===== config.mk =====
export PLATFORM = sky130hd
export DESIGN_NAME = tsec_core_stage
export DESIGN_NICKNAME = d
export VERILOG_FILES = /design/src/tsec_pkg.sv /design/src/tsec_core_stage.sv /design/src/tsec_ret_mem.sv /design/src/tsec_sys_stage.sv
export SDC_FILE = /design/constraint.sdc
export NUM_CORES = 1
export LEC_CHECK = 0
export BUFFER_PORTS_ARGS = -buffer_cell sky130_fd_sc_hd__buf_2
export CAP_MARGIN = 20
export CORE_ASPECT_RATIO = 0.9
export CORE_MARGIN = 2
export CORE_UTILIZATION = 50
export CTS_CLUSTER_SIZE = 10
export DETAILED_ROUTE_END_ITERATION = 8
export PLACE_DENSITY = 0.78
export SYNTH_ARGS = -nofsm -noshare
export SYNTH_HDL_FRONTEND = slang
export SYNTH_SLANG_ARGS = --single-unit

===== constraint.sdc =====
create_clock -name clk_i -period 6.61 [get_ports clk_i]
set_input_delay 0.3305 -clock clk_i [delete_from_list [all_inputs] [get_ports clk_i]]
set_output_delay 0.3305 -clock clk_i [all_outputs]
set_load 0.02 [all_outputs]

===== src/tsec_pkg.sv =====
// Constants, types and carriers shared by the two-stage event controller
// Overview of operation
// - Exactly five event classes are recognised
// - Emulation event enters emulation mode
// - Reset event resets the whole processor
// - Watchdog expiry or NMI pin raises NMI
// - Exception aborts faulting instruction before completion
// - Misalignment or undefined instruction raise exceptions
// - Interrupts accepted asynchronously to instruction flow
// - Interrupts from pins, timers, peripherals, software
// - Each class stores its own return address
// - Per-class return resumes from saved address
// - Taking an event pushes state on stack
// - Two cooperating stages: core and system
// - Peripheral requests routed through system stage
// - Nine general levels 7-15, lower wins
// - Default source mapping, reassignable per source
// - Latch bit sets on event, clears on accept
// - Cleared unmask bit blocks servicing, latch stays
package tsec_pkg;
   localparam int NUM_EVT   = 16;
   localparam int NUM_SRC   = 16;
   localparam int LVL_W     = 4;
   localparam int SRC_IDX_W = 4;
   localparam int ADDR_W    = 32;

   // Event slots in the latch, unmask and pending vectors
   localparam logic [LVL_W-1:0] EVT_EMU   = 4'h0;
   localparam logic [LVL_W-1:0] EVT_RST   = 4'h1;
   localparam logic [LVL_W-1:0] EVT_NMI   = 4'h2;
   localparam logic [LVL_W-1:0] EVT_EXC   = 4'h3;
   localparam logic [LVL_W-1:0] LVL_FIRST = 4'h7;
   localparam logic [LVL_W-1:0] LVL_LAST  = 4'hF;

   // Vector masks
   localparam logic [NUM_EVT-1:0] FIXED_UNMASK = 16'h000F;  // Dedicated classes cannot be masked
   localparam logic [NUM_EVT-1:0] LIVE_EVTS    = 16'hFF8F;  // Slots 4..6 are unused here
   localparam logic [NUM_EVT-1:0] UNMASK_RST   = 16'h0000;
   localparam logic [NUM_EVT-1:0] VEC_ZERO     = 16'h0000;
   localparam logic [NUM_EVT-1:0] VEC_ONES     = 16'hFFFF;
   localparam logic [ADDR_W-1:0]  ADDR_ZERO    = 32'h0000_0000;
   localparam logic [ADDR_W-NUM_EVT-1:0] STATE_PAD = 16'h0000;

   // Default level of each peripheral source, source 0 in the low nibble
   localparam logic [NUM_SRC*LVL_W-1:0] DEF_MAP = 64'hFEDC_BA98_DCBA_9877;

   // Event classes
   typedef enum logic [2:0] {CLS_EMU, CLS_RST, CLS_NMI, CLS_EXC, CLS_INT} tsec_class_t;

   // One word towards the core, with its strobe
   typedef struct packed {
      logic              valid;
      logic [ADDR_W-1:0] data;
   } tsec_word_t;

   // Delivery of one event to the core
   typedef struct packed {
      logic             take;
      logic [LVL_W-1:0] level;
      tsec_class_t      cls;
   } tsec_take_t;
endpackage


===== src/tsec_core_stage.sv =====
// Core event stage: latches, masks, prioritises and delivers events to the core
`timescale 1ns/1ps
`default_nettype none
module tsec_core_stage (
   // Clock and reset
   input  wire logic                            clk_i,
   input  wire logic                            rst_i,
   // Dedicated event sources
   input  wire logic                            emu_req_i,
   input  wire logic                            rst_req_i,
   input  wire logic                            nmi_pin_i,
   input  wire logic                            wdog_expire_i,
   input  wire logic                            exc_align_i,
   input  wire logic                            exc_undef_i,
   // Software raise
   input  wire logic                            swi_req_i,
   input  wire logic [tsec_pkg::LVL_W-1:0]      swi_level_i,
   // Peripheral requests and their routing
   input  wire logic [tsec_pkg::NUM_SRC-1:0]    src_req_i,
   input  wire logic                            assign_we_i,
   input  wire logic [tsec_pkg::SRC_IDX_W-1:0]  assign_idx_i,
   input  wire logic [tsec_pkg::LVL_W-1:0]      assign_level_i,
   // Unmask control
   input  wire logic                            unmask_we_i,
   input  wire logic [tsec_pkg::NUM_EVT-1:0]    unmask_i,
   // Core side
   input  wire logic [tsec_pkg::ADDR_W-1:0]     pc_i,
   input  wire logic                            ret_i,
   input  wire logic [tsec_pkg::LVL_W-1:0]      ret_level_i,
   // Delivery and state towards the core
   output tsec_pkg::tsec_take_t                 take_o,
   output tsec_pkg::tsec_word_t                 push_o,
   output tsec_pkg::tsec_word_t                 resume_o,
   output logic                                 emu_mode_o,
   output logic                                 core_reset_o,
   output logic                                 insn_abort_o,
   output logic      [tsec_pkg::NUM_EVT-1:0]    event_latch_bits_o,
   output logic      [tsec_pkg::NUM_EVT-1:0]    pending_o
);
   import tsec_pkg::*;

   typedef enum logic [1:0] {S_IDLE, S_SAVE_ST, S_DELIVER, S_RESUME} tsec_state_t;

   tsec_state_t        state;
   tsec_state_t        next_state;
   logic [NUM_EVT-1:0] event_unmask_bits;
   logic [NUM_EVT-1:0] next_event_unmask_bits;
   logic [NUM_EVT-1:0] next_event_latch_bits;
   logic [NUM_EVT-1:0] next_pending;
   logic [LVL_W-1:0]   cur;
   logic [LVL_W-1:0]   next_cur;
   tsec_take_t         next_take;
   tsec_word_t         next_push;
   tsec_word_t         next_resume;
   logic               next_emu_mode;
   logic               next_core_reset;
   logic               next_insn_abort;
   logic [NUM_EVT-1:0] level_req;
   logic [NUM_EVT-1:0] raise_vec;
   logic [NUM_EVT-1:0] eff;
   logic [LVL_W:0]     cand;
   logic [LVL_W:0]     top_pend;
   logic               accept;
   logic               ret_go;
   logic               raise_at_cand;
   logic [ADDR_W-1:0]  ret_rdata;

   // Lowest set index wins; top bit flags that any bit is set
   function automatic logic [LVL_W:0] first_set(input logic [NUM_EVT-1:0] v);
      logic [LVL_W:0] r;
      r = {1'b0, EVT_EMU};
      for (int i = NUM_EVT-1; i >= 0; i--) begin
         if (v[i]) begin
            r = {1'b1, LVL_W'(i)};
         end
      end
      return r;
   endfunction

   // Class of an event slot
   function automatic tsec_class_t class_of(input logic [LVL_W-1:0] lvl);
      tsec_class_t c;
      c = CLS_INT;
      if (lvl == EVT_EMU) begin
         c = CLS_EMU;
      end else if (lvl == EVT_RST) begin
         c = CLS_RST;
      end else if (lvl == EVT_NMI) begin
         c = CLS_NMI;
      end else if (lvl == EVT_EXC) begin
         c = CLS_EXC;
      end
      return c;
   endfunction

   // System stage feeds the general levels
   tsec_sys_stage u_sys (
      .clk_i          (clk_i),
      .rst_i          (rst_i),
      .src_req_i      (src_req_i),
      .assign_we_i    (assign_we_i),
      .assign_idx_i   (assign_idx_i),
      .assign_level_i (assign_level_i),
      .level_req_o    (level_req)
   );

   // Per-slot return addresses
   tsec_ret_mem u_ret (
      .clk_i   (clk_i),
      .rst_i   (rst_i),
      .we_i    (accept),
      .waddr_i (cand[LVL_W-1:0]),
      .wdata_i (pc_i),
      .raddr_i (ret_level_i),
      .rdata_o (ret_rdata)
   );

   // Raise vector from all sources, masked to live slots
   always_comb begin
      raise_vec           = level_req & gen_mask();
      raise_vec[EVT_EMU]  = emu_req_i;
      raise_vec[EVT_RST]  = rst_req_i;
      raise_vec[EVT_NMI]  = nmi_pin_i | wdog_expire_i;
      raise_vec[EVT_EXC]  = exc_align_i | exc_undef_i;
      if (swi_req_i && swi_level_i >= LVL_FIRST) begin
         raise_vec[swi_level_i] = 1'b1;
      end
      raise_vec = raise_vec & LIVE_EVTS;
   end

   function automatic logic [NUM_EVT-1:0] gen_mask();
      return LIVE_EVTS & ~FIXED_UNMASK;
   endfunction

   // Candidate selection against the nesting level
   always_comb begin
      eff           = event_latch_bits_o & (event_unmask_bits | FIXED_UNMASK);
      cand          = first_set(eff);
      top_pend      = first_set(pending_o);
      accept        = (state == S_IDLE) && cand[LVL_W] &&
                      (!top_pend[LVL_W] || cand[LVL_W-1:0] < top_pend[LVL_W-1:0] ||
                       cand[LVL_W-1:0] == EVT_RST);
      ret_go        = (state == S_IDLE) && !accept && ret_i && pending_o[ret_level_i];
      raise_at_cand = raise_vec[cand[LVL_W-1:0]];
   end

   // Next-state logic for the whole event sequencer
   always_comb begin
      next_state             = state;
      next_cur               = cur;
      next_event_unmask_bits = unmask_we_i ? unmask_i : event_unmask_bits;
      next_pending           = pending_o;
      next_take              = '{take: 1'b0, level: cur, cls: class_of(cur)};
      next_push              = '{valid: 1'b0, data: push_o.data};
      next_resume            = '{valid: 1'b0, data: resume_o.data};
      next_emu_mode          = emu_mode_o;
      next_core_reset        = 1'b0;
      next_insn_abort        = insn_abort_o | raise_vec[EVT_EXC];
      // Accept clears the latch, a fresh raise in the same cycle wins
      next_event_latch_bits  = event_latch_bits_o;
      if (accept) begin
         next_event_latch_bits[cand[LVL_W-1:0]] = 1'b0;
      end
      next_event_latch_bits  = next_event_latch_bits | raise_vec;
      case (state)
         S_IDLE: begin
            if (accept && cand[LVL_W-1:0] == EVT_RST) begin
               next_core_reset        = 1'b1;
               next_pending           = VEC_ZERO;
               next_event_latch_bits  = raise_vec & ~(VEC_ZERO | (NUM_EVT'(1) << EVT_RST));
               next_event_unmask_bits = UNMASK_RST;
               next_emu_mode          = 1'b0;
               next_insn_abort        = 1'b0;
            end else if (accept) begin
               next_cur   = cand[LVL_W-1:0];
               next_push  = '{valid: 1'b1, data: pc_i};
               next_state = S_SAVE_ST;
            end else if (ret_go) begin
               next_cur   = ret_level_i;
               next_state = S_RESUME;
            end
         end
         S_SAVE_ST: begin
            next_push  = '{valid: 1'b1, data: {STATE_PAD, pending_o}};
            next_state = S_DELIVER;
         end
         S_DELIVER: begin
            next_take          = '{take: 1'b1, level: cur, cls: class_of(cur)};
            next_pending[cur]  = 1'b1;
            if (cur == EVT_EMU) begin
               next_emu_mode = 1'b1;
            end
            if (cur == EVT_EXC) begin
               next_insn_abort = raise_vec[EVT_EXC];
            end
            next_state = S_IDLE;
         end
         S_RESUME: begin
            next_resume       = '{valid: 1'b1, data: ret_rdata};
            next_pending[cur] = 1'b0;
            if (cur == EVT_EMU) begin
               next_emu_mode = 1'b0;
            end
            next_state = S_IDLE;
         end
         default: begin
            next_state = S_IDLE;
         end
      endcase
   end

   // Sequencer registers
   always_ff @(posedge clk_i) begin
      if (rst_i) begin
         state              <= S_IDLE;
         cur                <= EVT_EMU;
         event_unmask_bits  <= UNMASK_RST;
         event_latch_bits_o <= VEC_ZERO;
         pending_o          <= VEC_ZERO;
         take_o             <= '{take: 1'b0, level: EVT_EMU, cls: CLS_EMU};
         push_o             <= '{valid: 1'b0, data: ADDR_ZERO};
         resume_o           <= '{valid: 1'b0, data: ADDR_ZERO};
         emu_mode_o         <= 1'b0;
         core_reset_o       <= 1'b0;
         insn_abort_o       <= 1'b0;
      end else begin
         state              <= next_state;
         cur                <= next_cur;
         event_unmask_bits  <= next_event_unmask_bits;
         event_latch_bits_o <= next_event_latch_bits;
         pending_o          <= next_pending;
         take_o             <= next_take;
         push_o             <= next_push;
         resume_o           <= next_resume;
         emu_mode_o         <= next_emu_mode;
         core_reset_o       <= next_core_reset;
         insn_abort_o       <= next_insn_abort;
      end
   end
endmodule
`default_nettype wire


===== src/tsec_ret_mem.sv =====
// Return-address store, one word per event slot, registered read
`timescale 1ns/1ps
`default_nettype none
module tsec_ret_mem (
   // Clock and reset
   input  wire logic                         clk_i,
   input  wire logic                         rst_i,
   // Write port
   input  wire logic                         we_i,
   input  wire logic [tsec_pkg::LVL_W-1:0]   waddr_i,
   input  wire logic [tsec_pkg::ADDR_W-1:0]  wdata_i,
   // Read port
   input  wire logic [tsec_pkg::LVL_W-1:0]   raddr_i,
   output logic      [tsec_pkg::ADDR_W-1:0]  rdata_o
);
   import tsec_pkg::*;

   logic [ADDR_W-1:0] mem [NUM_EVT];

   // Storage array
   always_ff @(posedge clk_i) begin
      if (we_i) begin
         mem[waddr_i] <= wdata_i;
      end
   end

   // Registered read data
   always_ff @(posedge clk_i) begin
      if (rst_i) begin
         rdata_o <= ADDR_ZERO;
      end else begin
         rdata_o <= mem[raddr_i];
      end
   end
endmodule
`default_nettype wire


===== src/tsec_sys_stage.sv =====
// System stage: maps peripheral requests onto the general levels of the core stage
`timescale 1ns/1ps
`default_nettype none
module tsec_sys_stage (
   // Clock and reset
   input  wire logic                            clk_i,
   input  wire logic                            rst_i,
   // Peripheral requests
   input  wire logic [tsec_pkg::NUM_SRC-1:0]    src_req_i,
   // Level assignment writes
   input  wire logic                            assign_we_i,
   input  wire logic [tsec_pkg::SRC_IDX_W-1:0]  assign_idx_i,
   input  wire logic [tsec_pkg::LVL_W-1:0]      assign_level_i,
   // Requests per core level
   output logic      [tsec_pkg::NUM_EVT-1:0]    level_req_o
);
   import tsec_pkg::*;

   logic [LVL_W-1:0]   src_level      [NUM_SRC];
   logic [NUM_EVT-1:0] next_level_req;

   // Per-source assignment register, defaulting to the reset map
   genvar s;
   generate
      for (s = 0; s < NUM_SRC; s++) begin : g_src
         logic [LVL_W-1:0] next_src_level;
         always_comb begin
            next_src_level = src_level[s];
            if (assign_we_i && assign_idx_i == SRC_IDX_W'(s) && assign_level_i >= LVL_FIRST) begin
               next_src_level = assign_level_i;
            end
         end
         always_ff @(posedge clk_i) begin
            if (rst_i) begin
               src_level[s] <= DEF_MAP[s*LVL_W +: LVL_W];
            end else begin
               src_level[s] <= next_src_level;
            end
         end
      end
   endgenerate

   // Route every source onto its assigned general level
   always_comb begin
      next_level_req = VEC_ZERO;
      for (int i = 0; i < NUM_SRC; i++) begin
         if (src_req_i[i]) begin
            next_level_req[src_level[i]] = 1'b1;
         end
      end
   end

   always_ff @(posedge clk_i) begin
      if (rst_i) begin
         level_req_o <= VEC_ZERO;
      end else begin
         level_req_o <= next_level_req;
      end
   end
endmodule
`default_nettype wire


==> impl_metrics.ini <==
[sta]
hold_viol = 0
fmax_mhz = 208
rsz0062_at_grt = false
tightest_slew_ns = 1.11
slew_headroom_pct = 25.7
period_share_pct = 72.6
fin_crit_ns = 4.80
slew_viol_final = 0
finalClockSkew_ns = 0.0259
setup_viol = 0
finalSetupTns_ns = 0

[placement]
dp_hpwl_mm = 51.3
gp_congestion = 0.951
portBuffers = 196

[clocking]
clock_path_buffers = 3
h-tree-depth = 3
tritoncts = built
cts_sinks = 744
ctsResizeCount = 0
postCtsSetupRepairBufs = 0
postCtsHoldBufs = 18
clock_latency_ns = 0.63
cts-root-buf = clkbuf_16
clkSlewWorstSetupHoldPaths_ns = 0.06
numCtsBuffers = 85

[yosys]
synth_edf_count = 512
ys.flop_type = edfxtp_1
synth-async-reset-ratio_pct = 0
synth_nets = 2126
yosys_warnings = 0
ys_seq_area_share_pct = 67.0
synth_area_per_cell_um2 = 14.7
synth.distinct_cells = 63
ys_seq_elements = 744
postSynthCellCount = 2031
syn_area_um2 = 29900

[detailed_routing]
drc = 0
drtAntennaViolNets = 0
vias_per_cell = 6.39
totalWireLength_mm = 85.7
wl_per_cell_um = 27.7
drtIter0Drc = 2373
dr_total_vias = 19774
drtPass1Iterations = 6

[setup_path]
required_ns = 6.92
slowest_delay_ns = 0.87
endpoint_kind = flip-flop
critical-path-slowest-cell = nor2_4
r2r_slack_ns = 1.81
critPathArrivalTime_ns = 5.11
crit_path_cell_trace = a22oi_1, o21ai_1, a21o_1, a311oi_2, nor2_1, ha_1, a2111oi_0, o21a_1, a21oi_1, or2_2, nor2_4, buf_4
crit_type = reg2reg
critPathMaxFanout = 22
start_kind = flip-flop

[floorplan]
core_area_um2 = 58800
ioPinCount = 201
initial_core_util_pct = 50.8
num_rows = 84
die_y_um = 236
dieWidth_um = 262
die-area_um2 = 61700

[status]
status = complete, no violations

[cells_and_area]
final_nets = 2344
layout_commonest_cell = edfxtp_1
finalCoreUtilization_pct = 58.6
layout-drive-gt1-share_pct = 22.6
area_growth_pct = 15.3
layout_common_cells = 512 x edfxtp_1, 232 x dfxtp_1, 193 x buf_2, 187 x nand2_1, 162 x mux4_2

[global_route]
gr-total-overflow = 0
grt_use_total_pct = 27.6
antenna_found_initial = 3
grt_max_degree = 116
grt_pass1_vias = 19554
grt_pass1_wl_mm = 125

[power_and_ir_drop]
seq_power_share_pct = 47.6
p_sw_uw = 3340
p_per_area_nw_per_um2 = 343
pwr-share-comb_pct = 16.0
swShare_pct = 28.3
ir_drop_mv = 0.342
clock_power_share_pct = 36.4
internal-power_uw = 8460
leakage_uw = 0.0117

[worst_hold_path]
hold_path_class = in2reg

[flow_run]
max-cap-violations = 0
[cells in the mapped netlist (6+ instances only)]
cell,instances,area [um^2]
dfxtp_1,232,4640
o211ai_1,36,270
nor3_1,70,350
o311ai_1,8,70.1
a31oi_1,13,81.3
nand3_1,76,380
a32oi_1,17,149
buf_1,13,48.8
and2_1,6,37.5
nand2b_1,23,144
nor4_1,24,150
o21ai_0,19,95.1
nand2_1,187,702
nor3b_1,19,143
clkbuf_1,86,323
nor2_1,90,338
nand3b_1,28,210
o31ai_1,12,90.1
o32ai_1,12,105
o22ai_1,20,125
nor2b_1,53,332
and3_1,19,119
inv_1,18,67.6
a21oi_1,132,661
a211o_1,22,193
buf_2,21,105
mux4_2,162,3650
edfxtp_1,512,15400
mux2i_1,19,190
[cell type report]
cell class	count	area (um^2)
inverter	18	67.6
multi-input combinational	1145	9370
fill	4304	24300
sequential	744	20000
tap	774	968
clock buffer	150	2420
clock inverter	5	91.3
timing repair buffer	255	1490
antenna	3	7.51
[power by group through the flow]
stage | registers, uW | logic, uW | clock network (uW)
after floorplan | 5720 | 1060 | 0
after global placement | 5680 | 1750 | 0
after detailed placement | 5710 | 1800 | 0
after CTS | 5630 | 1830 | 4340
after global routing | 5640 | 2000 | 4510
final | 5620 | 1890 | 4290
[routing by layer]
| layer | vias up | track usage, % | wire [um] | part of all wire (%) |
|---|---|---|---|---|
| li1 | 8415 | - | - | - |
| met1 | 9946 | 37.7 | 33900 | 40 |
| met2 | 1222 | 42.7 | 39900 | 47 |
| met3 | 191 | 7.06 | 8930 | 10 |
| met4 | 0 | 10.5 | 3050 | 3.6 |
| met5 | - | 0 | 0 | 0 |
[flip-flops by register name, indices dropped and copies added (netlist names), 2 cells and up]
register and cells:
event_unmask_bits 12, u_sys.src_level 64, u_sys.level_req_o 9, u_ret.mem 512
state 2, push_o 33, resume_o 33, u_ret.rdata_o 32
cur 4, pending_o 16, event_latch_bits_o 16, take_o 8
[through the flow]
| step | cells | total power (uW) | cell area [um^2] | hold slack [ns] | setup slack, ns |
|---|---|---|---|---|---|
| 6_report | 3094 | 11800 | 34400 | 0.0585 | 1.81 |
| 5_1_grt | 3093 | 12200 | 34400 | 0.0607 | 1.62 |
| 4_1_cts | 3089 | 11800 | 34400 | 0.0224 | 1.87 |
| 3_5_place_dp | 2916 | 7510 | 31700 | 0.428 | 1.91 |
| 3_3_place_gp | 2916 | 7430 | 31700 | 0.425 | 2.07 |
| 2_1_floorplan | 2031 | 6780 | 29900 | 0.417 | 1.13 |
[path summary, 6_finish.rpt]
kind	startpoint	endpoint	cells after the start
setup / recovery	event_latch_bits_o[14]$_SDFF_PP0_	u_ret.mem[6][3]$_DFFE_PP_	12
hold / removal	swi_level_i[3]	event_latch_bits_o[14]$_SDFF_PP0_	3
setup reg to reg	event_latch_bits_o[14]$_SDFF_PP0_	u_ret.mem[6][3]$_DFFE_PP_	12
hold reg to reg	u_ret.rdata_o[7]$_SDFF_PP0_	resume_o[7]$_SDFFE_PP0P_	2
[critical path, delay by kind of cell (launching register included)]
| family | cells | cell delay (ns) |
|---|---|---|
| flip-flops | 1 | 0.34 |
| AO/OA/AOI/OAI | 7 | 2.01 |
| AND/OR/NAND/NOR | 3 | 1.45 |
| buffers and inverters | 1 | 0.40 |
| adder cells (fa/ha/maj) | 1 | 0.25 |
[cells by family after synthesis]
group | share of synthesized area [%]
flip-flops | 67.0
AND/OR/NAND/NOR | 10.4
AO/OA/AOI/OAI | 7.61
multiplexers | 12.9
buffers and inverters | 1.94
adder cells (fa/ha/maj) | 0.126
Note: power is estimated with default switching activity, not from simulation.
